`config.mk`:
```
export PLATFORM = sky130hd
export DESIGN_NAME = tsx_exec
export DESIGN_NICKNAME = d
export VERILOG_FILES = /design/src/rtl/tsx_pkg.sv /design/src/rtl/tsx_op_if.sv /design/src/rtl/tsx_exec.sv /design/src/rtl/tsx_addr_resolve.sv /design/src/rtl/tsx_xor_alu.sv
export SDC_FILE = /design/constraint.sdc
export NUM_CORES = 1
export LEC_CHECK = 0
export CAP_MARGIN = 10
export CORE_MARGIN = 2
export CORE_UTILIZATION = 56
export DETAILED_ROUTE_END_ITERATION = 10
export DONT_BUFFER_PORTS = 1
export GPL_TIMING_DRIVEN = 0
export HOLD_SLACK_MARGIN = 0.1
export PLACE_DENSITY_LB_ADDON = 0.08
export REMOVE_ABC_BUFFERS = 1
export SLEW_MARGIN = 20
export SYNTH_ARGS = -nofsm -noshare
export SYNTH_HDL_FRONTEND = slang
export SYNTH_HIERARCHICAL = 1
export SYNTH_SLANG_ARGS = --single-unit
export TNS_END_PERCENT = 20
```
`constraint.sdc`:
```
create_clock -name clk -period 3.42 [get_ports clk]
set_input_delay 0.513 -clock clk [delete_from_list [all_inputs] [get_ports clk]]
set_output_delay 0.513 -clock clk [all_outputs]
set_load 0.05 [all_outputs]
```
`src/rtl/tsx_pkg.sv`:
```
package tsx_pkg;

    // ------------------------------------------------------------
    // Opcodes and addressing
    // ------------------------------------------------------------
    localparam logic [6:0] OPC_TST = 7'h33;
    localparam logic [7:0] OPC_XOR = 8'h0a;
    localparam logic [7:0] IDX_MAX = 8'h5f;
    localparam logic [7:0] ACC_SPLIT = 8'h60;
    localparam logic [3:0] ACC_LO_BANK = 4'h0;
    localparam logic [3:0] ACC_HI_BANK = 4'hf;
    localparam int BANK_BIT = 8;

    // ------------------------------------------------------------
    // Timing in clocks, four phases per instruction cycle
    // ------------------------------------------------------------
    localparam logic [1:0] Q_FIRST = 2'h1;
    localparam logic [1:0] Q_READ = 2'h1;
    localparam logic [1:0] Q_PROC = 2'h2;
    localparam logic [1:0] Q_LAST = 2'h3;
    localparam logic [3:0] SKIP_CLKS_ONE = 4'h4;
    localparam logic [3:0] SKIP_CLKS_TWO = 4'h8;
    localparam logic [1:0] CYC_PLAIN = 2'h1;
    localparam logic [1:0] CYC_SKIP_ONE = 2'h2;
    localparam logic [1:0] CYC_SKIP_TWO = 2'h3;

    // ------------------------------------------------------------
    // Register map, byte offsets
    // ------------------------------------------------------------
    localparam logic [4:0] REG_CTRL = 5'h00;
    localparam logic [4:0] REG_BANK = 5'h04;
    localparam logic [4:0] REG_BASE = 5'h08;
    localparam logic [4:0] REG_ACC = 5'h0c;
    localparam logic [4:0] REG_STATUS = 5'h10;
    localparam logic [4:0] REG_INFO = 5'h14;

    // ------------------------------------------------------------
    // Field positions and reset values
    // ------------------------------------------------------------
    localparam int CTRL_EXT_BIT = 0;
    localparam int STAT_Z_BIT = 2;
    localparam int STAT_N_BIT = 4;
    localparam logic [7:0] FLAG_MASK = (8'h01 << STAT_N_BIT) | (8'h01 << STAT_Z_BIT);
    localparam int INFO_BUSY_BIT = 0;
    localparam int INFO_CYC_LSB = 1;
    localparam int INFO_SKIP_BIT = 3;
    localparam logic EXT_EN_RESET = 1'b1;
    localparam logic [3:0] BANK_RESET = 4'h0;
    localparam logic [11:0] BASE_RESET = 12'h000;
    localparam logic [7:0] ACC_RESET = 8'h00;
    localparam logic [7:0] STATUS_RESET = 8'h00;

    typedef enum logic [2:0] {
        ST_IDLE = 3'b001,
        ST_EXEC = 3'b010,
        ST_SKIP = 3'b100
    } tsx_state_e;

endpackage

```
`src/rtl/tsx_op_if.sv`:
```
`timescale 1ns/100ps
`default_nettype none
interface tsx_op_if;
    logic [7:0] f;
    logic a;
    logic ext_en;
    logic [3:0] bank;
    logic [11:0] base;
    logic [11:0] addr;
    logic indexed;
    logic [7:0] acc;
    logic [7:0] k;
    logic [7:0] result;
    logic neg;
    logic zero;
    modport core (output f, a, ext_en, bank, base, acc, k,
                  input addr, indexed, result, neg, zero);
    modport addr_unit (input f, a, ext_en, bank, base, output addr, indexed);
    modport alu_unit (input acc, k, output result, neg, zero);
endinterface
`default_nettype wire

```
`src/rtl/tsx_exec.sv`:
```
// What this block does
// - Decode the test-and-skip-if-zero word 0110 011a ffff ffff and leave all flags alone.
// - If the tested register is zero, drop the fetched next instruction and run an idle slot.
// - Test-and-skip takes one instruction cycle without skip and two with a one-word skip.
// - Skipping a two-word instruction flushes both words, three instruction cycles total.
// - With the bank bit clear and the operand not indexed (see below), the register lies in the fixed access bank.
// - With the bank bit set the address is the bank select pointer joined to the operand.
// - Extended set on, bank bit clear and operand up to 95: operand is an offset from the base.
// - The XOR-literal instruction XORs the accumulator with its literal into the accumulator.
// - Decode XOR-literal from upper byte 0000 1010, literal in the low byte.
// - XOR-literal changes only the negative and zero flags.
`timescale 1ns/100ps
`default_nettype none
module tsx_exec
    import tsx_pkg::*;
(
    // Clock and reset
    input wire logic clk,
    input wire logic rst_n,
    // Avalon-MM slave
    input wire logic [4:0] avs_address,
    input wire logic avs_read,
    input wire logic avs_write,
    input wire logic [31:0] avs_writedata,
    input wire logic [3:0] avs_byteenable,
    output logic [31:0] avs_readdata,
    output logic avs_waitrequest,
    // Instruction stream from fetch
    input wire logic [15:0] instr_word,
    input wire logic instr_valid,
    input wire logic next_two_word,
    output logic busy,
    // Data memory read port
    output logic [11:0] dmem_addr,
    output logic dmem_rd,
    input wire logic [7:0] dmem_data,
    // Pipeline effects and core state
    output logic flush,
    output logic idle_slot,
    output logic [7:0] acc,
    output logic [7:0] status
);

    // ------------------------------------------------------------
    // State
    // ------------------------------------------------------------
    typedef struct packed {
        tsx_state_e state;
        logic [1:0] q;
        logic is_tst;
        logic [7:0] opnd;
        logic [11:0] dmem_addr;
        logic dmem_rd;
        logic data_zero;
        logic two_word;
        logic [3:0] skip_cnt;
        logic [7:0] acc;
        logic [7:0] status;
        logic ext_en;
        logic [3:0] bank;
        logic [11:0] base;
        logic flush;
        logic idle_slot;
        logic busy;
        logic [1:0] last_cycles;
        logic last_skip;
        logic waitrequest;
        logic [31:0] readdata;
    } tsx_exec_s;

    localparam tsx_exec_s ST_RESET = '{
        state: ST_IDLE,
        acc: ACC_RESET,
        status: STATUS_RESET,
        ext_en: EXT_EN_RESET,
        bank: BANK_RESET,
        base: BASE_RESET,
        waitrequest: 1'b1,
        default: '0
    };

    tsx_exec_s st;
    tsx_exec_s next_st;
    logic dec_tst;
    logic dec_xor;
    logic take;
    logic fin;
    logic tst_fin;
    logic [31:0] rd_mux;

    // ------------------------------------------------------------
    // Operand helpers
    // ------------------------------------------------------------
    tsx_op_if op ();

    assign op.f = instr_word[7:0];
    assign op.a = instr_word[BANK_BIT];
    assign op.ext_en = st.ext_en;
    assign op.bank = st.bank;
    assign op.base = st.base;
    assign op.acc = st.acc;
    assign op.k = st.opnd;

    tsx_addr_resolve u_addr (
        .op(op.addr_unit)
    );

    tsx_xor_alu u_alu (
        .op(op.alu_unit)
    );

    // ------------------------------------------------------------
    // Decode
    // ------------------------------------------------------------
    assign dec_tst = (instr_word[15:9] == OPC_TST);
    assign dec_xor = (instr_word[15:8] == OPC_XOR);
    // Other opcodes belong to other units and are simply not taken
    assign take = (st.state == ST_IDLE) && instr_valid && (dec_tst || dec_xor);
    assign fin = (st.state == ST_EXEC) && (st.q == Q_LAST);
    assign tst_fin = fin && st.is_tst;

    // ------------------------------------------------------------
    // Register read mux
    // ------------------------------------------------------------
    always_comb begin
        rd_mux = 32'h0000_0000;
        case (avs_address)
            REG_CTRL: rd_mux[CTRL_EXT_BIT] = st.ext_en;
            REG_BANK: rd_mux[3:0] = st.bank;
            REG_BASE: rd_mux[11:0] = st.base;
            REG_ACC: rd_mux[7:0] = st.acc;
            REG_STATUS: rd_mux[7:0] = st.status;
            REG_INFO: begin
                rd_mux[INFO_BUSY_BIT] = st.busy;
                rd_mux[INFO_CYC_LSB +: 2] = st.last_cycles;
                rd_mux[INFO_SKIP_BIT] = st.last_skip;
            end
            default: rd_mux = 32'h0000_0000;
        endcase
    end

    // ------------------------------------------------------------
    // Next state
    // ------------------------------------------------------------
    always_comb begin
        next_st = st;
        next_st.flush = 1'b0;
        next_st.waitrequest = 1'b1;

        // One wait cycle per access keeps readdata a plain flop
        if ((avs_read || avs_write) && st.waitrequest) begin
            next_st.waitrequest = 1'b0;
            if (avs_read) begin
                next_st.readdata = rd_mux;
            end
        end
        if (avs_write && !st.waitrequest) begin
            case (avs_address)
                REG_CTRL: if (avs_byteenable[0]) begin
                    next_st.ext_en = avs_writedata[CTRL_EXT_BIT];
                end
                REG_BANK: if (avs_byteenable[0]) begin
                    next_st.bank = avs_writedata[3:0];
                end
                REG_BASE: begin
                    if (avs_byteenable[0]) begin
                        next_st.base[7:0] = avs_writedata[7:0];
                    end
                    if (avs_byteenable[1]) begin
                        next_st.base[11:8] = avs_writedata[11:8];
                    end
                end
                // Core state is frozen while an instruction is in flight
                REG_ACC: if (avs_byteenable[0] && !st.busy) begin
                    next_st.acc = avs_writedata[7:0];
                end
                REG_STATUS: if (avs_byteenable[0] && !st.busy) begin
                    next_st.status = avs_writedata[7:0];
                end
                default: next_st.readdata = st.readdata;
            endcase
        end

        case (st.state)
            ST_IDLE: begin
                if (take) begin
                    next_st.state = ST_EXEC;
                    next_st.q = Q_FIRST;
                    next_st.busy = 1'b1;
                    next_st.is_tst = dec_tst;
                    next_st.opnd = instr_word[7:0];
                    next_st.dmem_addr = op.addr;
                    next_st.dmem_rd = dec_tst;
                    next_st.two_word = 1'b0;
                end
            end
            ST_EXEC: begin
                next_st.q = st.q + 2'h1;
                if (st.q == Q_READ) begin
                    next_st.dmem_rd = 1'b0;
                    next_st.data_zero = (dmem_data == 8'h00);
                end
                if (st.q == Q_PROC) begin
                    next_st.two_word = next_two_word;
                end
                if (st.q == Q_LAST) begin
                    if (st.is_tst && st.data_zero) begin
                        next_st.state = ST_SKIP;
                        next_st.flush = 1'b1;
                        next_st.idle_slot = 1'b1;
                        next_st.last_skip = 1'b1;
                        if (st.two_word) begin
                            next_st.skip_cnt = SKIP_CLKS_TWO;
                            next_st.last_cycles = CYC_SKIP_TWO;
                        end else begin
                            next_st.skip_cnt = SKIP_CLKS_ONE;
                            next_st.last_cycles = CYC_SKIP_ONE;
                        end
                    end else begin
                        next_st.state = ST_IDLE;
                        next_st.busy = 1'b0;
                        next_st.last_skip = 1'b0;
                        next_st.last_cycles = CYC_PLAIN;
                        if (!st.is_tst) begin
                            next_st.acc = op.result;
                            next_st.status[STAT_N_BIT] = op.neg;
                            next_st.status[STAT_Z_BIT] = op.zero;
                        end
                    end
                end
            end
            ST_SKIP: begin
                next_st.skip_cnt = st.skip_cnt - 4'h1;
                if (st.skip_cnt == 4'h1) begin
                    next_st.state = ST_IDLE;
                    next_st.idle_slot = 1'b0;
                    next_st.busy = 1'b0;
                end
            end
            default: begin
                next_st = ST_RESET;
            end
        endcase
    end

    always_ff @(posedge clk or negedge rst_n) begin
        if (!rst_n) begin
            st <= ST_RESET;
        end else begin
            st <= next_st;
        end
    end

    // ------------------------------------------------------------
    // Outputs
    // ------------------------------------------------------------
    assign avs_readdata = st.readdata;
    assign avs_waitrequest = st.waitrequest;
    assign busy = st.busy;
    // No write port exists: the tested register can only be read
    assign dmem_addr = st.dmem_addr;
    assign dmem_rd = st.dmem_rd;
    assign flush = st.flush;
    assign idle_slot = st.idle_slot;
    assign acc = st.acc;
    assign status = st.status;
endmodule
`default_nettype wire

```
`src/rtl/tsx_addr_resolve.sv`:
```
`timescale 1ns/100ps
`default_nettype none
module tsx_addr_resolve
    import tsx_pkg::*;
(
    // Operand in, address out
    tsx_op_if.addr_unit op
);
    always_comb begin
        op.indexed = op.ext_en && !op.a && (op.f <= IDX_MAX);
        if (op.a) begin
            op.addr = {op.bank, op.f};
        end else if (op.indexed) begin
            op.addr = op.base + {4'h0, op.f};
        end else if (op.f < ACC_SPLIT) begin
            op.addr = {ACC_LO_BANK, op.f};
        end else begin
            op.addr = {ACC_HI_BANK, op.f};
        end
    end
endmodule
`default_nettype wire

```
`src/rtl/tsx_xor_alu.sv`:
```
`timescale 1ns/100ps
`default_nettype none
module tsx_xor_alu
    import tsx_pkg::*;
(
    // Accumulator and literal in, result and flags out
    tsx_op_if.alu_unit op
);
    always_comb begin
        op.result = op.acc ^ op.k;
        op.neg = op.result[7];
        op.zero = (op.result == 8'h00);
    end
endmodule
`default_nettype wire

```
==> out/metrics.cfg <==
[global_route]
grt_overflow = 0
grt_start_max_net_pins = 85
grt_pass1_vias = 3618
antenna_found_initial = 0
track_usage_pct = 24.6
grt_pass1_wl_um = 19300

[setup_path]
critPathArrivalTime_ns = 3.24
crit_fanout = 21
cp.required_ns = 3.65
crit_path_start_kind = register
reg2reg_to = st[99]$_DFFE_PN0P_
critPathKind = register to register
rrSetupSlack_ns = 0.41
reg2reg_from = st[102]$_DFFE_PN1P_
rr_worst_depth = 4
critPathCaptureType = register
startpoint = st[102]$_DFFE_PN1P_

[timing]
setup_violations = 0
period_minus_slack_ns = 3.01
worst_slew_pin_slew_ns = 1.02
holdWs_ns = 0.248
slew_viol_final = 0
fin_skew_ns = 0.0116
rsz0062_at_grt = false
fmax_mhz = 332
setup_ws_ns = 0.408
tns_ns = 0
max_slew_margin_pct = 31.6
finalHoldViolCount = 0
finalCritPeriodShare_pct = 88.1

[cts]
cts_tree = built
cts_num_sinks = 84
cts_resized = 0
cts_root_buf = clkbuf_8
htree_levels = 3
clk_latency_ns = 0.34
ctsLongestPathBuffers = 2
post-cts-setup-buffer-count = 0
cts_hold_buf = 2
cts_buffers = 9
clkTransAtPathRegs_ns = 0.09

[routing]
drtPass1Iterations = 4
drcViolationCount = 0
drtAntennaViolNets = 0
vias = 3752
vias_per_cell = 6.30
drt_wl_total_um = 12100
wire_per_inst_um = 20.3
drt_iter0_drc = 204

[layout]
final_common_cell = dfrtp_1
antenna_cells = 0
nets = 565
layout-area-overhead-vs-synth_pct = -1.92
layout_common_cells = dfrtp_1 (81), nand2_1 (36), a22o_1 (29), nor2_1 (28), nand3_1 (25)
stdcell_area_um2 = 5100
drive_gt1_share_pct = 9.07

[yosys]
ys_ff_latch = 84
ys_warn_count = 6
syn-instance-count = 532
synth_edf_count = 0
yosysSeqAreaShare_pct = 40.5
synth-async-reset-ratio_pct = 100
syn-cell-area_um2 = 5200
ys.flop_type = dfrtp_1
ys_types = 77
avgSynthCellArea_um2 = 9.78

[job]
maxCapViolCount = 0

[min_path]
holdCritStartpoint = avs_read
holdPathEnd = avs_waitrequest$_DFF_PN1_
whs_path_depth = 1
min_path_type = input pin to register

[die]
core_region_area_um2 = 9110
std_cell_rows = 35
die_w_um = 100
io_pins = 136
die_area_um2 = 10100
start_util_pct = 57.1
die_h_um = 100

[placed_design]
place_area_um2 = 4880
routabilityCongestion = 0.877
dp_hpwl_um = 8970
dp_slack_ns = 0.310
portBuffers = 0

[power]
vdd_drop_max_v = 0.000202
p_per_area_nw_per_um2 = 496
total_power_uw = 2530
power.leakage_uw = 0.00227

[run_status]
outcome = completed

worst max-delay path: stages (launching register included):
cell,delay (ns)
dfstp_2,0.63
nor3b_1,0.85
o211a_1,0.32
nand2b_1,0.69
mux2_2,0.41
routing by layer:
metal,global-route usage [%],routed length [um],up-vias
met2,41.0,6080,107
met3,5.50,604,18
met4,9.27,262,0
li1,-,-,1749
met5,0,0,-
met1,31.4,5130,1878
per-stage QoR:
step	util (%)	cells
2_1_floorplan	-	465
3_3_place_gp	53.2	576
3_5_place_dp	53.5	578
4_1_cts	55.8	596
5_1_grt	56.0	596
6_report	56.0	596
cell usage after synthesis, drive strengths merged, types with 6 or more instances:
cell type	count	area [um^2]
o22ai	6	37.5
o2bb2ai	7	61.3
nand2	37	141
o21ai	24	124
nor2	28	105
o21a	6	45.0
mux2i	24	240
nand3	25	125
nor3	10	55.1
clkbuf	14	52.6
a22o	31	274
nand3b	14	105
dfrtp	81	2030
a21oi	19	98.9
a31oi	6	43.8
inv	17	63.8
xor2	11	96.3
ha	13	163
buf	72	517
final cells by class:
class | instances | area, um^2
inverter | 17 | 63.8
multi-input combinational | 364 | 2570
fill | 813 | 4010
sequential | 84 | 2110
clock inverter | 2 | 10.0
clock buffer | 14 | 163
tap | 111 | 139
timing repair buffer | 4 | 56.3
sequential cells by signal (all words and copies together), names as in the netlist:
signal and flops:
op.bank 4, busy 1, st 14, flush 1, dmem_addr 12, op.ext_en 1, op.k 8, op.base 12
avs_readdata 12, acc 8, status 8, idle_slot 1, dmem_rd 1, avs_waitrequest 1
how the worst max path moves through the flow:
stage | endpoint | slack (ns)
floorplan | dmem_addr[0]$_DFFE_PN0P_ | 0.62
global placement | dmem_addr[3]$_DFFE_PN0P_ | -0.02
detailed placement | avs_readdata[9]$_DFFE_PN0P_ | 0.31
CTS | avs_readdata[9]$_DFFE_PN0P_ | 0.28
global route | st[99]$_DFFE_PN0P_ | 0.20
finish | st[99]$_DFFE_PN0P_ | 0.41
kinds of logic after synthesis:
family,synth area share (%)
xor gates and xnor gates,2.69
muxes,6.13
adders and majority gates,3.51
DFF,40.5
buffers and inverters,12.2
other,0.0721
and+or+nand+nor,16.7
AOI/OAI and AO/OA,18.3
report_power, final:
| part | internal (uW) | switching [uW] | leakage, uW |
|---|---|---|---|
| logic | 187 | 298 | 0.00103 |
| clock network | 303 | 335 | 0.0000905 |
| registers | 1090 | 316 | 0.00116 |
| total | 1580 | 950 | 0.00227 |
Power figures use the tool's default switching activity.
